### config.mk
export PLATFORM = sky130hd
export DESIGN_NAME = ipr_dev_flat
export DESIGN_NICKNAME = d
export VERILOG_FILES = /design/src/ipr_pkg.sv /design/src/ipr_if.sv /design/src/ipr_dev.sv /design/src/ipr_filt.sv /design/src/flat_wrapper.sv
export SDC_FILE = /design/constraint.sdc
export NUM_CORES = 1
export LEC_CHECK = 0
export ABC_CLOCK_PERIOD_IN_PS = 15600
export BUFFER_PORTS_ARGS = -buffer_cell sky130_fd_sc_hd__buf_2
export CORE_MARGIN = 5
export CORE_UTILIZATION = 46
export CTS_CLUSTER_SIZE = 14
export DETAILED_ROUTE_END_ITERATION = 12
export HOLD_SLACK_MARGIN = 0.02
export PLACE_DENSITY = 0.63
export SYNTH_ARGS = -nofsm -noshare
export SYNTH_HDL_FRONTEND = slang
export SYNTH_HIERARCHICAL = 1
export SYNTH_SLANG_ARGS = --single-unit
### constraint.sdc
create_clock -name clk_sys_in -period 15.6 [get_ports clk_sys_in]
set_input_delay 1.56 -clock clk_sys_in [delete_from_list [all_inputs] [get_ports clk_sys_in]]
set_output_delay 1.56 -clock clk_sys_in [all_outputs]
set_load 0.01 [all_outputs]
### src/ipr_pkg.sv
package ipr_pkg;

    ////////////////////////////////////////////////////////////////////
    // clock and time base
    localparam int unsigned IPR_CLK_NS     = 4;                 // period
    localparam int unsigned IPR_CYC_PER_US = 1000 / IPR_CLK_NS; // 250

    ////////////////////////////////////////////////////////////////////
    // sequence shape
    localparam int unsigned IPR_NUM_MODES  = 8;  // conversion speeds
    localparam int unsigned IPR_NUM_PARAMS = 4;  // converted quantities
    localparam int unsigned IPR_NUM_PH     = 5;  // four slots plus tail
    localparam int unsigned IPR_NUM_ADC    = 3;  // primary converters

    // slot order of the quantities
    localparam int unsigned IPR_P_SUM  = 0;      // stack sum
    localparam int unsigned IPR_P_TEMP = 1;      // die temperature
    localparam int unsigned IPR_P_ANA  = 2;      // analog supply
    localparam int unsigned IPR_P_DIG  = 3;      // digital supply

    // end times in us per mode: slot 1..4 ends, then total
    // modes 0..7 = 27k, 14k, 7k, 3k, 2k, 1k, 422, 26 Hz
    localparam int unsigned IPR_T_US [8][5] = '{
        '{58,    104,   151,   198,    742},
        '{87,    163,   238,   314,    858},
        '{145,   279,   413,   547,    1556},
        '{261,   512,   762,   1012,   2022},
        '{494,   977,   1460,  1943,   2953},
        '{960,   1908,  2857,  3805,   4814},
        '{1890,  3770,  5649,  7529,   8538},
        '{29818, 59624, 89431, 119238, 134211}
    };

    ////////////////////////////////////////////////////////////////////
    // result coding
    localparam logic [15:0] IPR_RES_MAX    = 16'hdfff; // largest valid
    localparam logic [11:0] IPR_FAULT_TOP  = 12'hff0;  // fault word top
    localparam logic [15:0] IPR_RES_RST    = 16'h0000; // reset value

    ////////////////////////////////////////////////////////////////////
    // controller registers (word addresses) and fields
    localparam logic [3:0] IPR_A_CTRL   = 4'h0;
    localparam logic [3:0] IPR_A_STAT   = 4'h1;
    localparam logic [3:0] IPR_A_IEN    = 4'h2;
    localparam logic [3:0] IPR_A_ICLR   = 4'h3;
    localparam logic [3:0] IPR_A_RES0   = 4'h4;  // results 4..7
    localparam int unsigned IPR_B_GO    = 0;
    localparam int unsigned IPR_B_RED   = 1;
    localparam int unsigned IPR_B_MODE  = 2;     // 3 bits
    localparam int unsigned IPR_B_PATH  = 5;     // 2 bits
    localparam int unsigned IPR_B_FORCE = 7;
    localparam int unsigned IPR_S_DONE  = 0;
    localparam int unsigned IPR_S_FAULT = 1;
    localparam logic [7:0]  IPR_CTRL_RST = 8'h00;
    localparam logic [1:0]  IPR_IRQ_RST  = 2'h0;

    ////////////////////////////////////////////////////////////////////
    // state machines
    typedef enum {IPR_D_IDLE, IPR_D_RUN} ipr_dev_state_type;
    typedef enum {IPR_H_IDLE, IPR_H_WAIT} ipr_host_state_type;

endpackage

### src/ipr_if.sv
`timescale 1ns/1ns
interface ipr_if;
    // command strobes and configuration from the host
    logic        measure_internal_params_cmd;
    logic        measure_internal_params_redundant_cmd;
    logic [2:0]  cmd_mode;
    logic [1:0]  redundancy_path_select;
    logic        force_redundancy_fail;
    // device status and result groups
    logic        busy;
    logic [15:0] stack_sum_code;
    logic [15:0] die_temp_code;
    logic [15:0] analog_supply_code;
    logic [15:0] digital_supply_code;

    modport dev (
        input  measure_internal_params_cmd,
        input  measure_internal_params_redundant_cmd,
        input  cmd_mode,
        input  redundancy_path_select,
        input  force_redundancy_fail,
        output busy,
        output stack_sum_code,
        output die_temp_code,
        output analog_supply_code,
        output digital_supply_code
    );
    modport host (
        output measure_internal_params_cmd,
        output measure_internal_params_redundant_cmd,
        output cmd_mode,
        output redundancy_path_select,
        output force_redundancy_fail,
        input  busy,
        input  stack_sum_code,
        input  die_temp_code,
        input  analog_supply_code,
        input  digital_supply_code
    );
endinterface

### src/ipr_dev.sv
`timescale 1ns/1ns
// Behaviour
// - four quantities in sequence, all eight modes
// - total time follows per-mode schedule
// - stack sum stored in group A
// - stack sum code weight 30 x 100uV
// - die temperature code stored in group A
// - analog in A, digital in B
// - host sets path 0 or 1 first
// - redundant variant takes identical time
// - three primary engines plus one redundant
// - plain command never applies redundancy
// - stream feeds both engines, compared at end
// - mismatch stores fault word 0xff0x
// - low nibble flags mismatching result nibbles
// - fault word low bits never zero
// - one redundant converter, chosen automatically
// - path field leaves redundant converter fixed
// - forced fault makes comparison fail
// - path values 10 and 11 drop the check
module ipr_dev #(
    parameter int unsigned CYC_PER_US = ipr_pkg::IPR_CYC_PER_US
) (
    // clock and reset
    input  wire logic       clk_sys_in,
    input  wire logic       rst_n_in,
    // link to the host
    ipr_if.dev              link,
    // modulator bit streams, one per converter, same clock
    input  wire logic [2:0] mod_bits_in,
    // conversion status to local logic
    output logic            fault_out     // last slot held a fault word
);
    ////////////////////////////////////////////////////////////////////
    // declarations
    ipr_pkg::ipr_dev_state_type state_q;  // sequencer state
    ipr_pkg::ipr_dev_state_type state_d;
    logic [2:0]  ph_q;                    // slot 0..3, 4 = tail
    logic [2:0]  ph_d;
    logic [31:0] cnt_q;                   // cycles spent in slot
    logic [31:0] cnt_d;
    logic [2:0]  mode_q;                  // latched speed mode
    logic [2:0]  mode_d;
    logic        red_q;                   // redundancy in force
    logic        red_d;
    logic [1:0]  sel_q;                   // converter under check
    logic [1:0]  sel_d;
    logic [15:0] res_q [4];               // status groups
    logic [15:0] res_d [4];
    logic        fault_q;
    logic        fault_d;
    logic        start;                   // either command taken
    logic        ph_end;                  // last cycle of a slot
    logic [31:0] dur;                     // slot length in cycles
    logic        filt_clr;                // window restart
    logic [15:0] pri_res [3];             // primary engine results
    logic [15:0] red_res;                 // redundant engine result
    logic [15:0] cmp_res;                 // primary result under check
    logic [15:0] diff;                    // bitwise disagreement
    logic [3:0]  nib;                     // per-nibble disagreement
    logic [15:0] store_val;               // value written to a slot

    ////////////////////////////////////////////////////////////////////
    // slot timing; a slot runs from the previous end time to its own,
    // so the slot lengths add up exactly to the scheduled total
    // per-mode schedule
    always_comb begin
        int unsigned lo;
        int unsigned hi;
        lo = 0;
        hi = ipr_pkg::IPR_T_US[mode_q][ph_q];
        if (ph_q != 3'h0) begin
            lo = ipr_pkg::IPR_T_US[mode_q][ph_q - 3'h1];
        end
        dur = 32'((hi - lo) * CYC_PER_US);
    end

    // commands only taken while idle; a strobe while busy is dropped
    assign start  = (state_q == ipr_pkg::IPR_D_IDLE) &&
                    (link.measure_internal_params_cmd ||
                     link.measure_internal_params_redundant_cmd);
    assign ph_end = (state_q == ipr_pkg::IPR_D_RUN) &&
                    (cnt_q == dur - 32'h1);
    // each quantity gets a fresh window
    assign filt_clr = start || (ph_end && ph_q < 3'h4);

    ////////////////////////////////////////////////////////////////////
    // engines: one per converter, plus the single redundant one
    // three primary engines
    genvar g;
    generate
        for (g = 0; g < 3; g++) begin : g_pri
            ipr_filt u_filt (
                .clk_sys_in (clk_sys_in),
                .rst_n_in   (rst_n_in),
                .clr_in     (filt_clr),
                .en_in      (state_q == ipr_pkg::IPR_D_RUN),
                .bit_in     (mod_bits_in[g]),
                .res_out    (pri_res[g])
            );
        end
    endgenerate

    ipr_filt u_red (
        .clk_sys_in (clk_sys_in),
        .rst_n_in   (rst_n_in),
        .clr_in     (filt_clr),
        .en_in      ((state_q == ipr_pkg::IPR_D_RUN) && red_q),
        .bit_in     (mod_bits_in[sel_q]),
        .res_out    (red_res)
    );

    ////////////////////////////////////////////////////////////////////
    // comparison and fault word
    always_comb begin
        cmp_res = pri_res[sel_q];
        diff    = cmp_res ^ red_res;
        if (link.force_redundancy_fail) begin
            diff[0] = ~diff[0];
        end
    end

    generate
        for (g = 0; g < 4; g++) begin : g_nib
            assign nib[g] = |diff[4*g +: 4];
        end
    endgenerate

    // internal quantities always convert on converter 1
    // fault word replaces result
    // fault only when some nibble differs
    always_comb begin
        store_val = pri_res[0];
        if (red_q && (nib != 4'h0)) begin
            store_val = {ipr_pkg::IPR_FAULT_TOP, nib};
        end
    end

    ////////////////////////////////////////////////////////////////////
    // sequencer next state
    always_comb begin
        state_d = state_q;
        ph_d    = ph_q;
        cnt_d   = cnt_q;
        mode_d  = mode_q;
        red_d   = red_q;
        sel_d   = sel_q;
        case (state_q)
            ipr_pkg::IPR_D_IDLE: begin
                if (start) begin
                    state_d = ipr_pkg::IPR_D_RUN;
                    ph_d    = 3'h0;
                    cnt_d   = 32'h0;
                    mode_d  = link.cmd_mode;
                    red_d   = link.measure_internal_params_redundant_cmd &&
                              !link.redundancy_path_select[1];
                    // auto choice lands on converter 1
                    // values 10 and 11 leave no check here
                    sel_d   = 2'h0;
                end
            end
            ipr_pkg::IPR_D_RUN: begin
                if (ph_end) begin
                    cnt_d = 32'h0;
                    ph_d  = ph_q + 3'h1;
                    if (ph_q == 3'h4) begin
                        state_d = ipr_pkg::IPR_D_IDLE;
                        red_d   = 1'b0;
                    end
                end else begin
                    cnt_d = cnt_q + 32'h1;
                end
            end
            default: begin
                state_d = ipr_pkg::IPR_D_IDLE;
            end
        endcase
    end

    always_ff @(posedge clk_sys_in) begin
        if (!rst_n_in) begin
            state_q <= ipr_pkg::IPR_D_IDLE;
            ph_q    <= 3'h0;
            cnt_q   <= 32'h0;
            mode_q  <= 3'h0;
            red_q   <= 1'b0;
            sel_q   <= 2'h0;
        end else begin
            state_q <= state_d;
            ph_q    <= ph_d;
            cnt_q   <= cnt_d;
            mode_q  <= mode_d;
            red_q   <= red_d;
            sel_q   <= sel_d;
        end
    end

    ////////////////////////////////////////////////////////////////////
    // result slots: written at the end of their own conversion slot;
    // codes are raw, 100uV per count (stack sum scaled by 30)
    // sum, temperature, analog, digital order
    always_comb begin
        fault_d = fault_q;
        for (int i = 0; i < 4; i++) begin
            res_d[i] = res_q[i];
        end
        if (ph_end && ph_q < 3'h4) begin
            res_d[ph_q[1:0]] = store_val;
            fault_d          = red_q && (nib != 4'h0);
        end
    end

    always_ff @(posedge clk_sys_in) begin
        if (!rst_n_in) begin
            fault_q <= 1'b0;
            for (int i = 0; i < 4; i++) begin
                res_q[i] <= ipr_pkg::IPR_RES_RST;
            end
        end else begin
            fault_q <= fault_d;
            for (int i = 0; i < 4; i++) begin
                res_q[i] <= res_d[i];
            end
        end
    end

    ////////////////////////////////////////////////////////////////////
    // outputs
    // stack sum in group A
    // code kept unscaled for host math
    assign link.stack_sum_code      = res_q[ipr_pkg::IPR_P_SUM];
    assign link.die_temp_code       = res_q[ipr_pkg::IPR_P_TEMP];
    // analog in A, digital in B
    assign link.analog_supply_code  = res_q[ipr_pkg::IPR_P_ANA];
    assign link.digital_supply_code = res_q[ipr_pkg::IPR_P_DIG];
    assign link.busy                = (state_q == ipr_pkg::IPR_D_RUN);
    assign fault_out                = fault_q;
endmodule

### src/ipr_filt.sv
`timescale 1ns/1ns
// integrate-and-differentiate engine: counts ones of the modulator
// stream between two clears, so the window difference is the count
module ipr_filt #(
    parameter int unsigned ACC_W = 32
) (
    // clock and reset
    input  wire logic        clk_sys_in,
    input  wire logic        rst_n_in,
    // stream control
    input  wire logic        clr_in,     // restart the window
    input  wire logic        en_in,      // integrate this cycle
    input  wire logic        bit_in,     // modulator bit
    // window result
    output logic [15:0]      res_out
);
    logic [ACC_W-1:0] acc_q;             // integrator
    logic [ACC_W-1:0] acc_d;

    ////////////////////////////////////////////////////////////////////
    // integrator next value; clearing drops the previous window
    always_comb begin
        acc_d = acc_q;
        if (clr_in) begin
            acc_d = '0;
        end else if (en_in && bit_in) begin
            acc_d = acc_q + ACC_W'(1);
        end
    end

    always_ff @(posedge clk_sys_in) begin
        if (!rst_n_in) begin
            acc_q <= '0;
        end else begin
            acc_q <= acc_d;
        end
    end

    // clip so a valid result never reaches the fault code range
    assign res_out = (acc_q > ACC_W'(ipr_pkg::IPR_RES_MAX)) ?
                     ipr_pkg::IPR_RES_MAX : acc_q[15:0];
endmodule

### src/flat_wrapper.sv
// flat-port wrapper written by rule: the top's interface ports become plain ports
module ipr_dev_flat 
#(
    parameter int unsigned CYC_PER_US = ipr_pkg::IPR_CYC_PER_US
)
  (clk_sys_in, rst_n_in, mod_bits_in, fault_out, link_measure_internal_params_cmd, link_measure_internal_params_redundant_cmd, link_cmd_mode, link_redundancy_path_select, link_force_redundancy_fail, link_busy, link_stack_sum_code, link_die_temp_code, link_analog_supply_code, link_digital_supply_code);
  ipr_if link_i ();
  input  wire logic clk_sys_in;
  input  wire logic rst_n_in;
  input  wire logic [2:0] mod_bits_in;
  output logic fault_out;
  input wire logic [$bits(link_i.measure_internal_params_cmd)-1:0] link_measure_internal_params_cmd;
  input wire logic [$bits(link_i.measure_internal_params_redundant_cmd)-1:0] link_measure_internal_params_redundant_cmd;
  input wire logic [$bits(link_i.cmd_mode)-1:0] link_cmd_mode;
  input wire logic [$bits(link_i.redundancy_path_select)-1:0] link_redundancy_path_select;
  input wire logic [$bits(link_i.force_redundancy_fail)-1:0] link_force_redundancy_fail;
  output wire logic [$bits(link_i.busy)-1:0] link_busy;
  output wire logic [$bits(link_i.stack_sum_code)-1:0] link_stack_sum_code;
  output wire logic [$bits(link_i.die_temp_code)-1:0] link_die_temp_code;
  output wire logic [$bits(link_i.analog_supply_code)-1:0] link_analog_supply_code;
  output wire logic [$bits(link_i.digital_supply_code)-1:0] link_digital_supply_code;
  assign link_i.measure_internal_params_cmd = link_measure_internal_params_cmd;
  assign link_i.measure_internal_params_redundant_cmd = link_measure_internal_params_redundant_cmd;
  assign link_i.cmd_mode = link_cmd_mode;
  assign link_i.redundancy_path_select = link_redundancy_path_select;
  assign link_i.force_redundancy_fail = link_force_redundancy_fail;
  assign link_busy = link_i.busy;
  assign link_stack_sum_code = link_i.stack_sum_code;
  assign link_die_temp_code = link_i.die_temp_code;
  assign link_analog_supply_code = link_i.analog_supply_code;
  assign link_digital_supply_code = link_i.digital_supply_code;
  ipr_dev #(.CYC_PER_US(CYC_PER_US)) u_core (.clk_sys_in(clk_sys_in), .rst_n_in(rst_n_in), .link(link_i), .mod_bits_in(mod_bits_in), .fault_out(fault_out));
endmodule
After elaboration in Yosys (flattened, before gate mapping). Memories as Yosys holds them, arrays and structs flattened. Cells that the tools add are included.

Flip-flop bits (word level): 136. Bits in latches: 0. RAM bits: 64. Bits in read-only memories: 1280. Bits of input ports: 13. Output and inout port bits: 66. Logic and storage cells: 108. Memories: 2.

Add/subtract/negate cells: 7. $mul: 1. Div/mod/pow operators: 0. Order comparisons: 8. Eq/ne operators: 7. Shifts and indexed selects: 0. Muxes and demuxes: 37. Bitwise logic cells: 11. Reductions and logical operators: 27.

Memory list: (name not given) (depth 8, width 160, read ports 1, clocked after memory_dff 0, write ports 0, line ipr_dev.sv:71) `hi = ipr_pkg::IPR_T_US[mode_q][ph_q];`; u_core.res_q (depth 4, width 16, read ports 4, clocked after memory_dff 0, write ports 4, line ipr_dev.sv:48) `logic [15:0] res_q [4];`.

Operator list (count): two-way mux 160 bit (2); two-way mux 32 bit (10); binary-select mux 32 bit (select 3 bit) (2); two-way mux 16 bit (8); case mux 32 bit (2 select lines) (2); adder 32 x 1 -> 32 bit, second input constant (3); bitwise mux 64 bit (1); > comparator 32 x 16 -> 1 bit, second input constant (2); zero test 32 bit (2); two-way mux 64 bit (1); demux 16 bit (select 2 bit) (1); == test 32 x 1 -> 1 bit, second input constant (1); == test 32 x 2 -> 1 bit, second input constant (1); == test 32 bit (1); multiplier 32 x 7 -> 31 bit, second input constant (1); subtractor 32 x 1 -> 32 bit, second input constant (1); subtractor 32 bit (1); OR reduction 4 bit (4); XOR 16 bit (1); >= comparator 4 bit, second input constant (3); NOT 3 -> 4 bit (3); logical AND 1 bit (9); two-way mux 1 bit (6); two-way mux 3 bit (2); other kinds (21) (30).

Logic depth before layout (Yosys ltp). Gate-level depths: netlist of run 1.

Word-level depth: 16. Gate-level depth with buffers: 46. Depth with buffers taken out: 42.

By module. Netlist of run 1, hierarchy kept.

Modules (own cells, without submodules): ipr_dev (times used 1, cells an instance 1662, area an instance 13513.0 µm², seq. area each 2102.0 µm²); ipr_filt (times used 2, cells an instance 210, area an instance 1720.4 µm², seq. area each 640.6 µm²).

Least setup slack after synthesis of run 1. Ideal clock, no wire load.

Kind: flip-flop to flip-flop. Start: register u_core.ph_q[1]. End: register u_core.g_pri[0].u_filt.acc_q[0]. Library setup time: 128 ps. Arrival: 10752 ps. Data required time: 15472 ps. Setup slack: 4721 ps. Cell stages (with the launch flop): 42. Buffers on the path: 6. Period minus slack after synthesis: 10879 ps. Cell sequence: dfxtp_1 > clkbuf_1 > inv_1 > ha_1 > clkbuf_1 > clkbuf_1 > buf_1 > o21ai_0 > o221ai_1 > nand2_1 > ha_1 > o21a_1 > nor2_1 > nor2_1 > o21ai_0 > nor2b_1 > o31ai_1 > a21o_1 > [... 6 more ...] > inv_1 > fa_1 > ha_1 > clkbuf_1 > a211o_1 > a211o_1 > a221o_1 > a2111oi_0 > o21ai_0 > a21oi_1 > xnor2_1 > a31oi_1 > nor4_4 > nand3_1 > o31ai_1 > nand2b_1 > clkbuf_1 > nor2_1.

Longest elaborated chain between the ends: 14. Elaborated cells between the ends (all ways): 20. Classes of those cells: 3 x add/sub; 1 x mul; 1 x order compare; 1 x eq/ne; 7 x mux; 2 x bitwise; 5 x reduce/logical.

RTL lines: from (decl) (line ipr_dev.sv:38) `logic [2:0] ph_q;`; from (signal assigned) (line ipr_dev.sv:190) `ph_q <= ph_d;`; subtractor 3 x 1 -> 3 bit (line ipr_dev.sv:73) `lo = ipr_pkg::IPR_T_US[mode_q][ph_q - 3'h1];`; NOT 3 -> 4 bit (not written as such) (line ipr_dev.sv:73); binary-select mux 32 bit (select 3 bit) (line ipr_dev.sv:73); two-way mux 32 bit (not written as such) (2 in series) (line ipr_dev.sv:73); two-way mux 32 bit (line ipr_dev.sv:72) `if (ph_q != 3'h0) begin`; subtractor 32 bit (line ipr_dev.sv:75) `dur = 32'((hi - lo) * CYC_PER_US);`; multiplier 32 x 7 -> 31 bit (line ipr_dev.sv:75); subtractor 32 x 1 -> 32 bit (line ipr_dev.sv:83) `(cnt_q == dur - 32'h1);`; == test 32 bit (line ipr_dev.sv:83); logical AND 1 bit (line ipr_dev.sv:82) `assign ph_end = (state_q == ipr_pkg::IPR_D_RUN) &&`; logical AND 1 bit (*) (line ipr_dev.sv:85) `assign filt_clr = start || (ph_end && ph_q < 3'h4);`; logical OR 1 bit (*) (line ipr_dev.sv:85); net u_core.filt_clr (line ipr_dev.sv:55) `logic filt_clr;`; OR reduction 2 bit (no source line) (*); to (signal assigned) (line ipr_filt.sv:33) `acc_q <= '0;`; to (signal assigned) (line ipr_filt.sv:35) `acc_q <= acc_d;`; to (decl) (line ipr_filt.sv:17) `logic [ACC_W-1:0] acc_q;`.

Mark *: on every way through the listed nets, which the timed path passes. The rest lies on a longest branch. The select of a mux whose other input is x is not followed. A chain may end at the register's enable or synchronous reset.

Final worst setup path of run 1.
Start: register u_core.mode_q[1]. End: register u_core.g_pri[0].u_filt.acc_q[21].

Longest elaborated chain between the ends: 16. Elaborated cells between the ends (all ways): 19. Classes of those cells: 2 x add/sub; 1 x mul; 1 x eq/ne; 9 x mux; 1 x bitwise; 4 x reduce/logical; 1 x memory.

RTL lines: from (decl) (line ipr_dev.sv:42) `logic [2:0] mode_q;`; from (signal assigned) (line ipr_dev.sv:192) `mode_q <= mode_d;`; NOT 3 -> 4 bit (not written as such) (*) (line ipr_dev.sv:71, ipr_dev.sv:73); memory (8 x 160 bit) (*); two-way mux 160 bit (not written as such) (*) (2 in series) (line ipr_dev.sv:71); binary-select mux 32 bit (select 3 bit) (line ipr_dev.sv:73); two-way mux 32 bit (not written as such) (2 in series) (line ipr_dev.sv:73); two-way mux 32 bit (line ipr_dev.sv:72); subtractor 32 bit (*) (line ipr_dev.sv:75); multiplier 32 x 7 -> 31 bit (*) (line ipr_dev.sv:75); subtractor 32 x 1 -> 32 bit (*) (line ipr_dev.sv:83); == test 32 bit (*) (line ipr_dev.sv:83); logical AND 1 bit (*) (line ipr_dev.sv:82); logical AND 1 bit (*) (line ipr_dev.sv:85); logical OR 1 bit (*) (line ipr_dev.sv:85); net u_core.filt_clr (line ipr_dev.sv:55); OR reduction 2 bit (no source line) (*).

Marks and branches as above.

==> implementation parameters, run 1 <==
Parameter                              Value

Status
  Result of the run ... finished, final reports clean

Final layout
  Share of layout cells above drive strength 1 ... 8.871%
  Number of inserted filler cells in the final layout ... 3522
  Final non-filler cell total ... 2576
  Diode count ... 0
  Total non-filler cell area in the finished layout ... 0.01821 mm²
  Number of nets at the end of the flow ... 2306
  Layout-stage area growth over the synthesis result ... 7.410%

Clock network
  Post-CTS clock slew at the launch and capture registers of the worst setup and hold paths ... 0.08 ns
  CTS tree ... built
  Number of buffers inserted during clock tree synthesis ... 17
  Deepest clock path buffer count ... 2
  Clock root cell ... clkbuf_16
  Number of sinks handled by clock tree synthesis ... ~170
  Clock latency of the later-clocked register in the worst-skew pair ... 0.44 ns
  Clock H-tree levels ... 4
  Number of hold buffers added after CTS ... 0
  Postcts setup bufs ... 0
  Gates resized, CTS repair ... 0

Route
  # DRC ... 0
  Via count normalized by instance count ... 5.836
  Final wirelength ... approximately 45000 µm
  Number of detailed-routing iterations run before antenna repair ... 7
  Routed vias ... 15030
  Routed wire length per instance ... 17.41 µm
  Violation count after the first detailed-routing iteration ... 931
  Remaining antenna violation count after routing ... 0

Logic synthesis
  YS warnings ... 6
  Combined area of all synthesized cells ... 0.01695 mm²
  Dominant synthesized flop cell ... dfxtp_1
  Async S/R FF share, synth ... 0%
  Share of synthesized area occupied by flip-flops and latches ... roughly a fifth
  Number of library cell types mapped by synthesis ... between 100 and 150
  Avg Cell Area, Syn ... 8.143 µm²
  Total nets after synthesis ... between 2000 and 2500
  Number of enable flip-flop cells after synthesis ... 0
  Flip-flop and latch count after synthesis ... about 170
  Syn Inst Count ... 2082

Timing
  Final-report max-slew violation count ... 0
  Hold slack final ... ~0.46 ns
  Top achievable clock speed ... ~0.071 GHz
  Setup-violating endpoint count in the final report ... 0
  Pin slew with the least headroom to its limit ... 1.126 ns
  Period Utilization, post-route ... 90.29%
  Maximum clock skew at final layout ... 0.01357 ns
  Final hold violations ... 0
  Worst rel slew slack ... a little under a quarter
  Unrepaired setup endpoints after global routing ... no
  Setup TNS Final ... 0 ns
  Final worst path period need ... 14.09 ns

Worst setup path
  Critical Path RT ... 15.93 ns
  Capturing element type of the critical path ... flip-flop
  R2R Path End ... u_core/g_pri[0].u_filt/acc_q[21]$_SDFFE_PP0P_
  Critical path fanouts, max ... 20
  Reg-to-reg slack, setup ... 1.51 ns
  Critical Path Most Common Cell ... fa_1
  Slowest stage delay, CP ... 0.87 ns
  Slowest stage cell on the critical path ... o31ai_1
  Beginning of the worst register-to-register path ... u_core/mode_q[1]$_SDFFE_PN0P_
  Worst reg-to-reg path cell count ... 42
  CP Class ... reg2reg
  Startpoint class of the critical path ... flip-flop
  WP data arrival ... 14.41 ns

Global routing
  Number of global-route vias before repair ... approximately 14000
  Total global-route track usage ... 21.68%
  Wire length of the first global-routing pass ... 74590 µm
  Number of antenna violations at the first check in global routing ... 0
  Overflow after GRT ... 0
  Largest net degree at the start of global routing ... between 100 and 150

Placed design
  DPL Wire Length ... 34880 µm
  Total cell area at the placement stage ... 0.01762 mm²
  GP Congestion ... 0.8985
  Port-buffer cells ... 75
  Cell Count Post-Placement ... 2544

Floorplanning
  Number of rows in the core area ... 70
  Effective utilization at floorplan ... between 40 and 50%
  Floorplan die area ... 0.04080 mm²
  Die width ... 202.0 µm
  CORE AREA ... 0.03652 mm²
  Number of primary I/O pins ... 79
  Overall die height ... 202.0 µm

Flow run
  Max capacitance violation total ... 0

Min path
  Hold path start ... u_core/res_q[1][7]$_SDFFE_PN0P_
  Destination of the worst hold path ... u_core/res_q[1][7]$_SDFFE_PN0P_
  Min-Delay Path Class ... reg2reg
  Hold path cells ... 2
[critical path, delay by kind of cell (launching register included)]
kind / cells / cell delay (ns)
AND/OR/NAND/NOR: 10 / 1.99
multiplexers: 1 / 0.26
AO/OA/AOI/OAI: 17 / 5.43
flip-flops: 1 / 0.81
buffers and inverters: 6 / 1.46
adder cells (fa/ha/maj): 7 / 3.59
XOR/XNOR: 1 / 0.44
[state kept, by name (all words and copies together) (netlist names)]
signal,count
u_core/state_q,1
u_core/u_red/acc_q,32
u_core/ph_q,3
u_core/cnt_q,32
u_core/res_q,64
u_core/g_pri.u_filt/acc_q,32
u_core/fault_out,1
u_core/red_q,1
u_core/mode_q,3
[cell families after synthesis]
kind of cell	count (synthesis)	share of synthesized area, %
AND/OR/NAND/NOR	737	23.13
XOR/XNOR	146	7.749
AO/OA/AOI/OAI	470	18.51
buffers and inverters	277	6.620
adder cells (fa/ha/maj)	198	19.00
multiplexers	85	5.041
flip-flops	169	19.96
[layout make-up]
| class | instances | area (µm²) | area share, % |
|---|---|---|---|
| clock buffer | 18 | 439.2 | 2.412 |
| clock inverter | 14 | 153.9 | 0.8451 |
| tap | 468 | 585.6 | 3.216 |
| sequential | 169 | 3386 | 18.59 |
| timing repair buffer | 97 | 540.5 | 2.968 |
| inverter | 174 | 653.1 | 3.587 |
| multi-input combinational | 1636 | 12450 | 68.38 |
[worst max-delay path by stage]
stage,start,endpoint,slack [ns],cells past startpoint
2_1_floorplan,u_core/ph_q[1]$_SDFFE_PN0P_,u_core/g_pri[0].u_filt/acc_q[0]$_SDFFE_PP0P_,4.72,41
3_5_place_dp,u_core/mode_q[1]$_SDFFE_PN0P_,u_core/g_pri[0].u_filt/acc_q[21]$_SDFFE_PP0P_,1.70,41
5_1_grt,u_core/ph_q[0]$_SDFFE_PN0P_,u_core/g_pri[0].u_filt/acc_q[21]$_SDFFE_PP0P_,0.57,39
3_3_place_gp,u_core/mode_q[1]$_SDFFE_PN0P_,u_core/g_pri[0].u_filt/acc_q[21]$_SDFFE_PP0P_,1.91,42
6_report,u_core/mode_q[1]$_SDFFE_PN0P_,u_core/g_pri[0].u_filt/acc_q[21]$_SDFFE_PP0P_,1.51,42
4_1_cts,u_core/mode_q[1]$_SDFFE_PN0P_,u_core/g_pri[0].u_filt/acc_q[21]$_SDFFE_PP0P_,1.65,41
[metal layers]
| metal | part of all wire, % | GRT usage, % |
|---|---|---|
| met4 | 1.5 | 4.272 |
| met1 | 48 | 31.16 |
| met2 | 47 | 35.24 |
| met5 | 0 | 0 |
| met3 | 4.0 | 2.776 |
[stage by stage]
stage	worst slack (ns)	utilization, %
after floorplan	4.721	-
after global placement	1.911	48.24
after detailed placement	1.699	48.24
after CTS	1.648	49.86
after global routing	0.5717	49.86
final	1.514	49.86
[synthesized netlist by cell type, types with 31 or more instances]
cell type | number | share of area (%)
a21oi_1 | 122 | 3.6
clkbuf_1 | 79 | 1.7
dfxtp_1 | 169 | 20
fa_1 | 99 | 12
ha_1 | 99 | 7.3
inv_1 | 173 | 3.8
mux2i_1 | 82 | 4.8
nand2_1 | 209 | 4.6
nand2b_1 | 37 | 1.4
nand3_1 | 68 | 2.0
nand4_1 | 47 | 1.7
nor2_1 | 127 | 2.8
nor3_1 | 33 | 0.97
nor4_1 | 31 | 1.1
o21ai_0 | 111 | 3.3
xnor2_1 | 93 | 4.8
xor2_1 | 50 | 2.6
[layout by cell type (no fill, tap or decap), types with 23 or more instances in the layout]
cell and instances:
or3_1 27, nand4_1 47, inv_1 173, mux2i_1 82, nand3_1 68, nand2b_1 37, and3_1 28, buf_2 75
nor4_1 31, nand2_1 209, xnor2_1 93, nor2_1 127, o31ai_1 27, fa_1 99, nor3_1 33, dfxtp_1 167
o21ai_0 111, ha_1 99, xor2_1 50, a21oi_1 122, o211ai_1 23
Power of run 1 is not shown: default switching activity piles up to over one toggle a cycle in this logic, so the estimate is an artifact.
==> run 2: changes to the inputs <==
ABC_AREA = 1   (was default)
ABC_CLOCK_PERIOD_IN_PS = 17400   (was 15600)
PLACE_DENSITY = 0.62   (was 0.63)
RECOVER_POWER = 50   (was default)
clock period = 17.4 ns   (was 15.6 ns; I/O delays follow)
==> implementation parameters, run 2 <==
Parameter                              Value

Status
  Result of the run ... finished, final reports clean (unchanged)

Final layout
  Number of nets at the end of the flow ... 3084 (was 2306)
  Flip-flop count of the largest register after layout ... 64 (unchanged)
  Highest-count cells in the layout ignoring fill and taps ... nand2_1, inv_1, nor2_1, nand3_1, dfxtp_1 (was nand2_1, inv_1, dfxtp_1, nor2_1, a21oi_1)
  Register with the most flip-flops ... u_core/res_q (unchanged)
  Number of inserted filler cells in the final layout ... 4116 (was 3522)
  Layout-stage area growth over the synthesis result ... 6.386% (was 7.410%)
  Share of layout cells above drive strength 1 ... 5.405% (was 8.871%)
  Diode count ... 0 (unchanged)
  Most common library cell in the layout ignoring fill and taps ... nand2_1 (unchanged)

Route
  # DRC ... 0 (unchanged)
  Routed vias ... 17990 (was 15030)
  Number of detailed-routing iterations run before antenna repair ... 5 (was 7)
  Routed wire length per instance ... 15.27 µm (was 17.41 µm)
  Violation count after the first detailed-routing iteration ... 1414 (was 931)
  Final wirelength ... 51990 µm (was 44850 µm)
  Via count normalized by instance count ... 5.284 (was 5.836)
  Remaining antenna violation count after routing ... 0 (unchanged)

Worst setup path
  Critical Path RT ... 17.69 ns (was 15.93 ns)
  R2R Path End ... u_core/res_q[3][8]$_SDFFE_PN0P_ (was u_core/g_pri[0].u_filt/acc_q[21]$_SDFFE_PP0P_)
  Critical path fanouts, max ... 30 (was 20)
  Slowest stage delay, CP ... 1.09 ns (was 0.87 ns)
  Buf+Inv Stages, Crit Path ... 8 (was 6)
  Startpoint class of the critical path ... flip-flop (unchanged)
  CP Class ... reg2reg (unchanged)
  Kind of cell adding the most delay to the critical path ... simple AND/OR/NAND/NOR gates (was compound AO/OA/AOI/OAI gates)
  Reg-to-reg slack, setup ... 4.04 ns (was 1.51 ns)
  Beginning of the worst register-to-register path ... u_core/ph_q[0]$_SDFFE_PN0P_ (was u_core/mode_q[1]$_SDFFE_PN0P_)
  Capturing element type of the critical path ... flip-flop (unchanged)
  WP data arrival ... 13.65 ns (was 14.41 ns)
  Slowest stage cell on the critical path ... clkinv_1 (was o31ai_1)
  Critical Path Most Common Cell ... nand2_1 (was fa_1)
  Worst reg-to-reg path cell count ... 46 (was 42)

Floorplanning
  Number of rows in the core area ... 72 (was 70)
  Overall die height ... 207.6 µm (was 202.0 µm)
  Effective utilization at floorplan ... 46.49% (was 46.42%)
  Floorplan die area ... 0.04311 mm² (was 0.04080 mm²)
  Number of primary I/O pins ... 79 (unchanged)
  CORE AREA ... 0.03865 mm² (was 0.03652 mm²)
  Die width ... 207.6 µm (was 202.0 µm)

Clock network
  Clock root cell ... clkbuf_16 (unchanged)
  Clock latency of the later-clocked register in the worst-skew pair ... 0.45 ns (was 0.44 ns)
  Number of hold buffers added after CTS ... 0 (unchanged)
  Clock H-tree levels ... 4 (unchanged)
  CTS tree ... built (unchanged)
  Post-CTS clock slew at the launch and capture registers of the worst setup and hold paths ... 0.07 ns (was 0.08 ns)
  Number of sinks handled by clock tree synthesis ... 169 (unchanged)
  Number of buffers inserted during clock tree synthesis ... 17 (unchanged)
  Postcts setup bufs ... 0 (unchanged)
  Gates resized, CTS repair ... 0 (unchanged)
  Deepest clock path buffer count ... 2 (unchanged)

Timing
  Final hold violations ... 0 (unchanged)
  Pin slew with the least headroom to its limit ... 1.099 ns (was 1.126 ns)
  Final-report max-slew violation count ... 0 (unchanged)
  Top achievable clock speed ... 0.07485 GHz (was 0.07099 GHz)
  Crit path setup slack, layout ... 4.040 ns (was 1.514 ns)
  Worst rel slew slack ... 26.73% (was 23.97%)
  Setup-violating endpoint count in the final report ... 0 (unchanged)
  Setup TNS Final ... 0 ns (unchanged)
  Period Utilization, post-route ... 76.78% (was 90.29%)
  Final worst path period need ... 13.36 ns (was 14.09 ns)
  Maximum clock skew at final layout ... 0.01689 ns (was 0.01357 ns)
  Unrepaired setup endpoints after global routing ... no (unchanged)

Logic synthesis
  Async S/R FF share, synth ... 0% (unchanged)
  Combined area of all synthesized cells ... 0.01797 mm² (was 0.01695 mm²)
  Biggest area contributors in the synthesized netlist ... dfxtp_1, nand2_1, fa_1 (was dfxtp_1, fa_1, ha_1)
  Flip-flop and latch count after synthesis ... 169 (unchanged)
  Syn Inst Count ... 2834 (was 2082)
  Commonest cells in the netlist ... nand2_1, inv_1, nor2_1 (was nand2_1, inv_1, dfxtp_1)
  YS warnings ... 6 (unchanged)
  Most used standard cell by instance count after synthesis ... nand2_1 (unchanged)
  Share of synthesized area occupied by flip-flops and latches ... 18.83% (was 19.96%)
  Cell type with the largest total area after synthesis ... dfxtp_1 (unchanged)
  Dominant synthesized flop cell ... dfxtp_1 (unchanged)
  Number of enable flip-flop cells after synthesis ... 0 (unchanged)
  Synth top area share ... 18.83% (was 19.96%)
  Total nets after synthesis ... 3045 (was 2293)
  Avg Cell Area, Syn ... 6.339 µm² (was 8.143 µm²)
  Number of library cell types mapped by synthesis ... 57 (was 104)

Global routing
  Number of global-route vias before repair ... 16790 (was 14350)
  Wire length of the first global-routing pass ... 85710 µm (was 74590 µm)
  Largest net degree at the start of global routing ... 81 (was 103)
  Total global-route track usage ... 23.60% (was 21.68%)
  Number of antenna violations at the first check in global routing ... 0 (unchanged)
  Overflow after GRT ... 0 (unchanged)

Placed design
  Port-buffer cells ... 75 (unchanged)
  Worst setup slack after placement ... 5.392 ns (was 1.699 ns)
  GP Congestion ... 0.9501 (was 0.8985)
  DPL Wire Length ... 42300 µm (was 34880 µm)

Min path
  Min-Delay Path Class ... reg2reg (unchanged)
  Hold path cells ... 2 (unchanged)
  Hold path start ... u_core/res_q[3][13]$_SDFFE_PN0P_ (was u_core/res_q[1][7]$_SDFFE_PN0P_)
  Destination of the worst hold path ... u_core/res_q[3][13]$_SDFFE_PN0P_ (was u_core/res_q[1][7]$_SDFFE_PN0P_)

Flow run
  Max capacitance violation total ... 0 (unchanged)
-- run 2: cell types whose count changed in the layout (fill, tap and decap cells not counted), moves of 27 or more --
cell,before,now
nand2_1,209,765
a21oi_1,122,165
xnor2_1,93,11
buf_2,75,10
mux2i_1,82,0
nor2_1,127,308
nand3_1,68,174
nand4_1,47,117
clkbuf_1,0,69
o31ai_1,27,0
nand2b_1,37,0
and3_1,28,1
or3_1,27,0
inv_1,173,470
-- run 2: worst max path at each step --
stage,from,endpoint,slack (ns),cells after the start
finish,u_core/ph_q[0]$_SDFFE_PN0P_,u_core/res_q[3][8]$_SDFFE_PN0P_,4.04,46
CTS,u_core/ph_q[0]$_SDFFE_PN0P_,u_core/g_pri[0].u_filt/acc_q[19]$_SDFFE_PP0P_,5.38,49
global route,u_core/ph_q[0]$_SDFFE_PN0P_,u_core/res_q[3][8]$_SDFFE_PN0P_,3.11,46
global placement,u_core/ph_q[0]$_SDFFE_PN0P_,u_core/g_pri[0].u_filt/acc_q[11]$_SDFFE_PP0P_,5.53,49
floorplan,u_core/ph_q[0]$_SDFFE_PN0P_,u_core/g_pri[0].u_filt/acc_q[1]$_SDFFE_PP0P_,8.55,53
detailed placement,u_core/ph_q[0]$_SDFFE_PN0P_,u_core/g_pri[0].u_filt/acc_q[19]$_SDFFE_PP0P_,5.39,49
-- run 2: worst reg2reg max path, delay by kind of cell (launching register included) --
family / cells / cell delay [ns]
DFF: 1 / 0.31
xor gates and xnor gates: 1 / 0.66
AOI/OAI and AO/OA: 4 / 0.82
adders and majority gates: 7 / 3.81
and+or+nand+nor: 26 / 5.08
buffers and inverters: 8 / 2.54
-- run 2: cell families (layout without fill, tap and decap cells) --
| group | after synthesis | in the layout | share of synthesized area, % |
|---|---|---|---|
| compound gates | 328 | 328 | 9.980 |
| xor+xnor | 66 | 66 | 3.217 |
| fa+ha+maj | 198 | 198 | 17.93 |
| buf+inv | 562 | 614 | 12.19 |
| flops | 169 | 169 | 18.83 |
| simple gates | 1511 | 1511 | 37.86 |
-- run 2: cell type report --
type	instances	area, µm²	share of cell area, %
clock inverter	11	110.1	0.5761
timing repair buffer	83	346.6	1.813
clock buffer	21	460.4	2.409
sequential	169	3383	17.70
multi-input combinational	2103	12290	64.31
tap	518	648.1	3.391
inverter	499	1873	9.800
-- run 2: through the flow --
step	hold WS, ns	util, %	cell area (µm²)	instances
after floorplan	0.4523	-	17970	2834
after global placement	0.4513	48.47	18730	3372
after detailed placement	0.4528	48.47	18730	3372
after CTS	0.4636	49.95	19300	3404
after global routing	0.4872	49.46	19110	3404
final	0.4660	49.46	19110	3404
-- run 2: metal layers --
metal | track usage [%] | share of wire, % | vias up
met1 | 34.06 | 48 | 8325
met4 | 4.734 | 1.5 | 0
met2 | 37.68 | 44 | 515
met3 | 3.808 | 6.1 | 56
met5 | 0 | 0 | -
li1 | - | - | 9092
Power of run 2 is left out for the same reason.
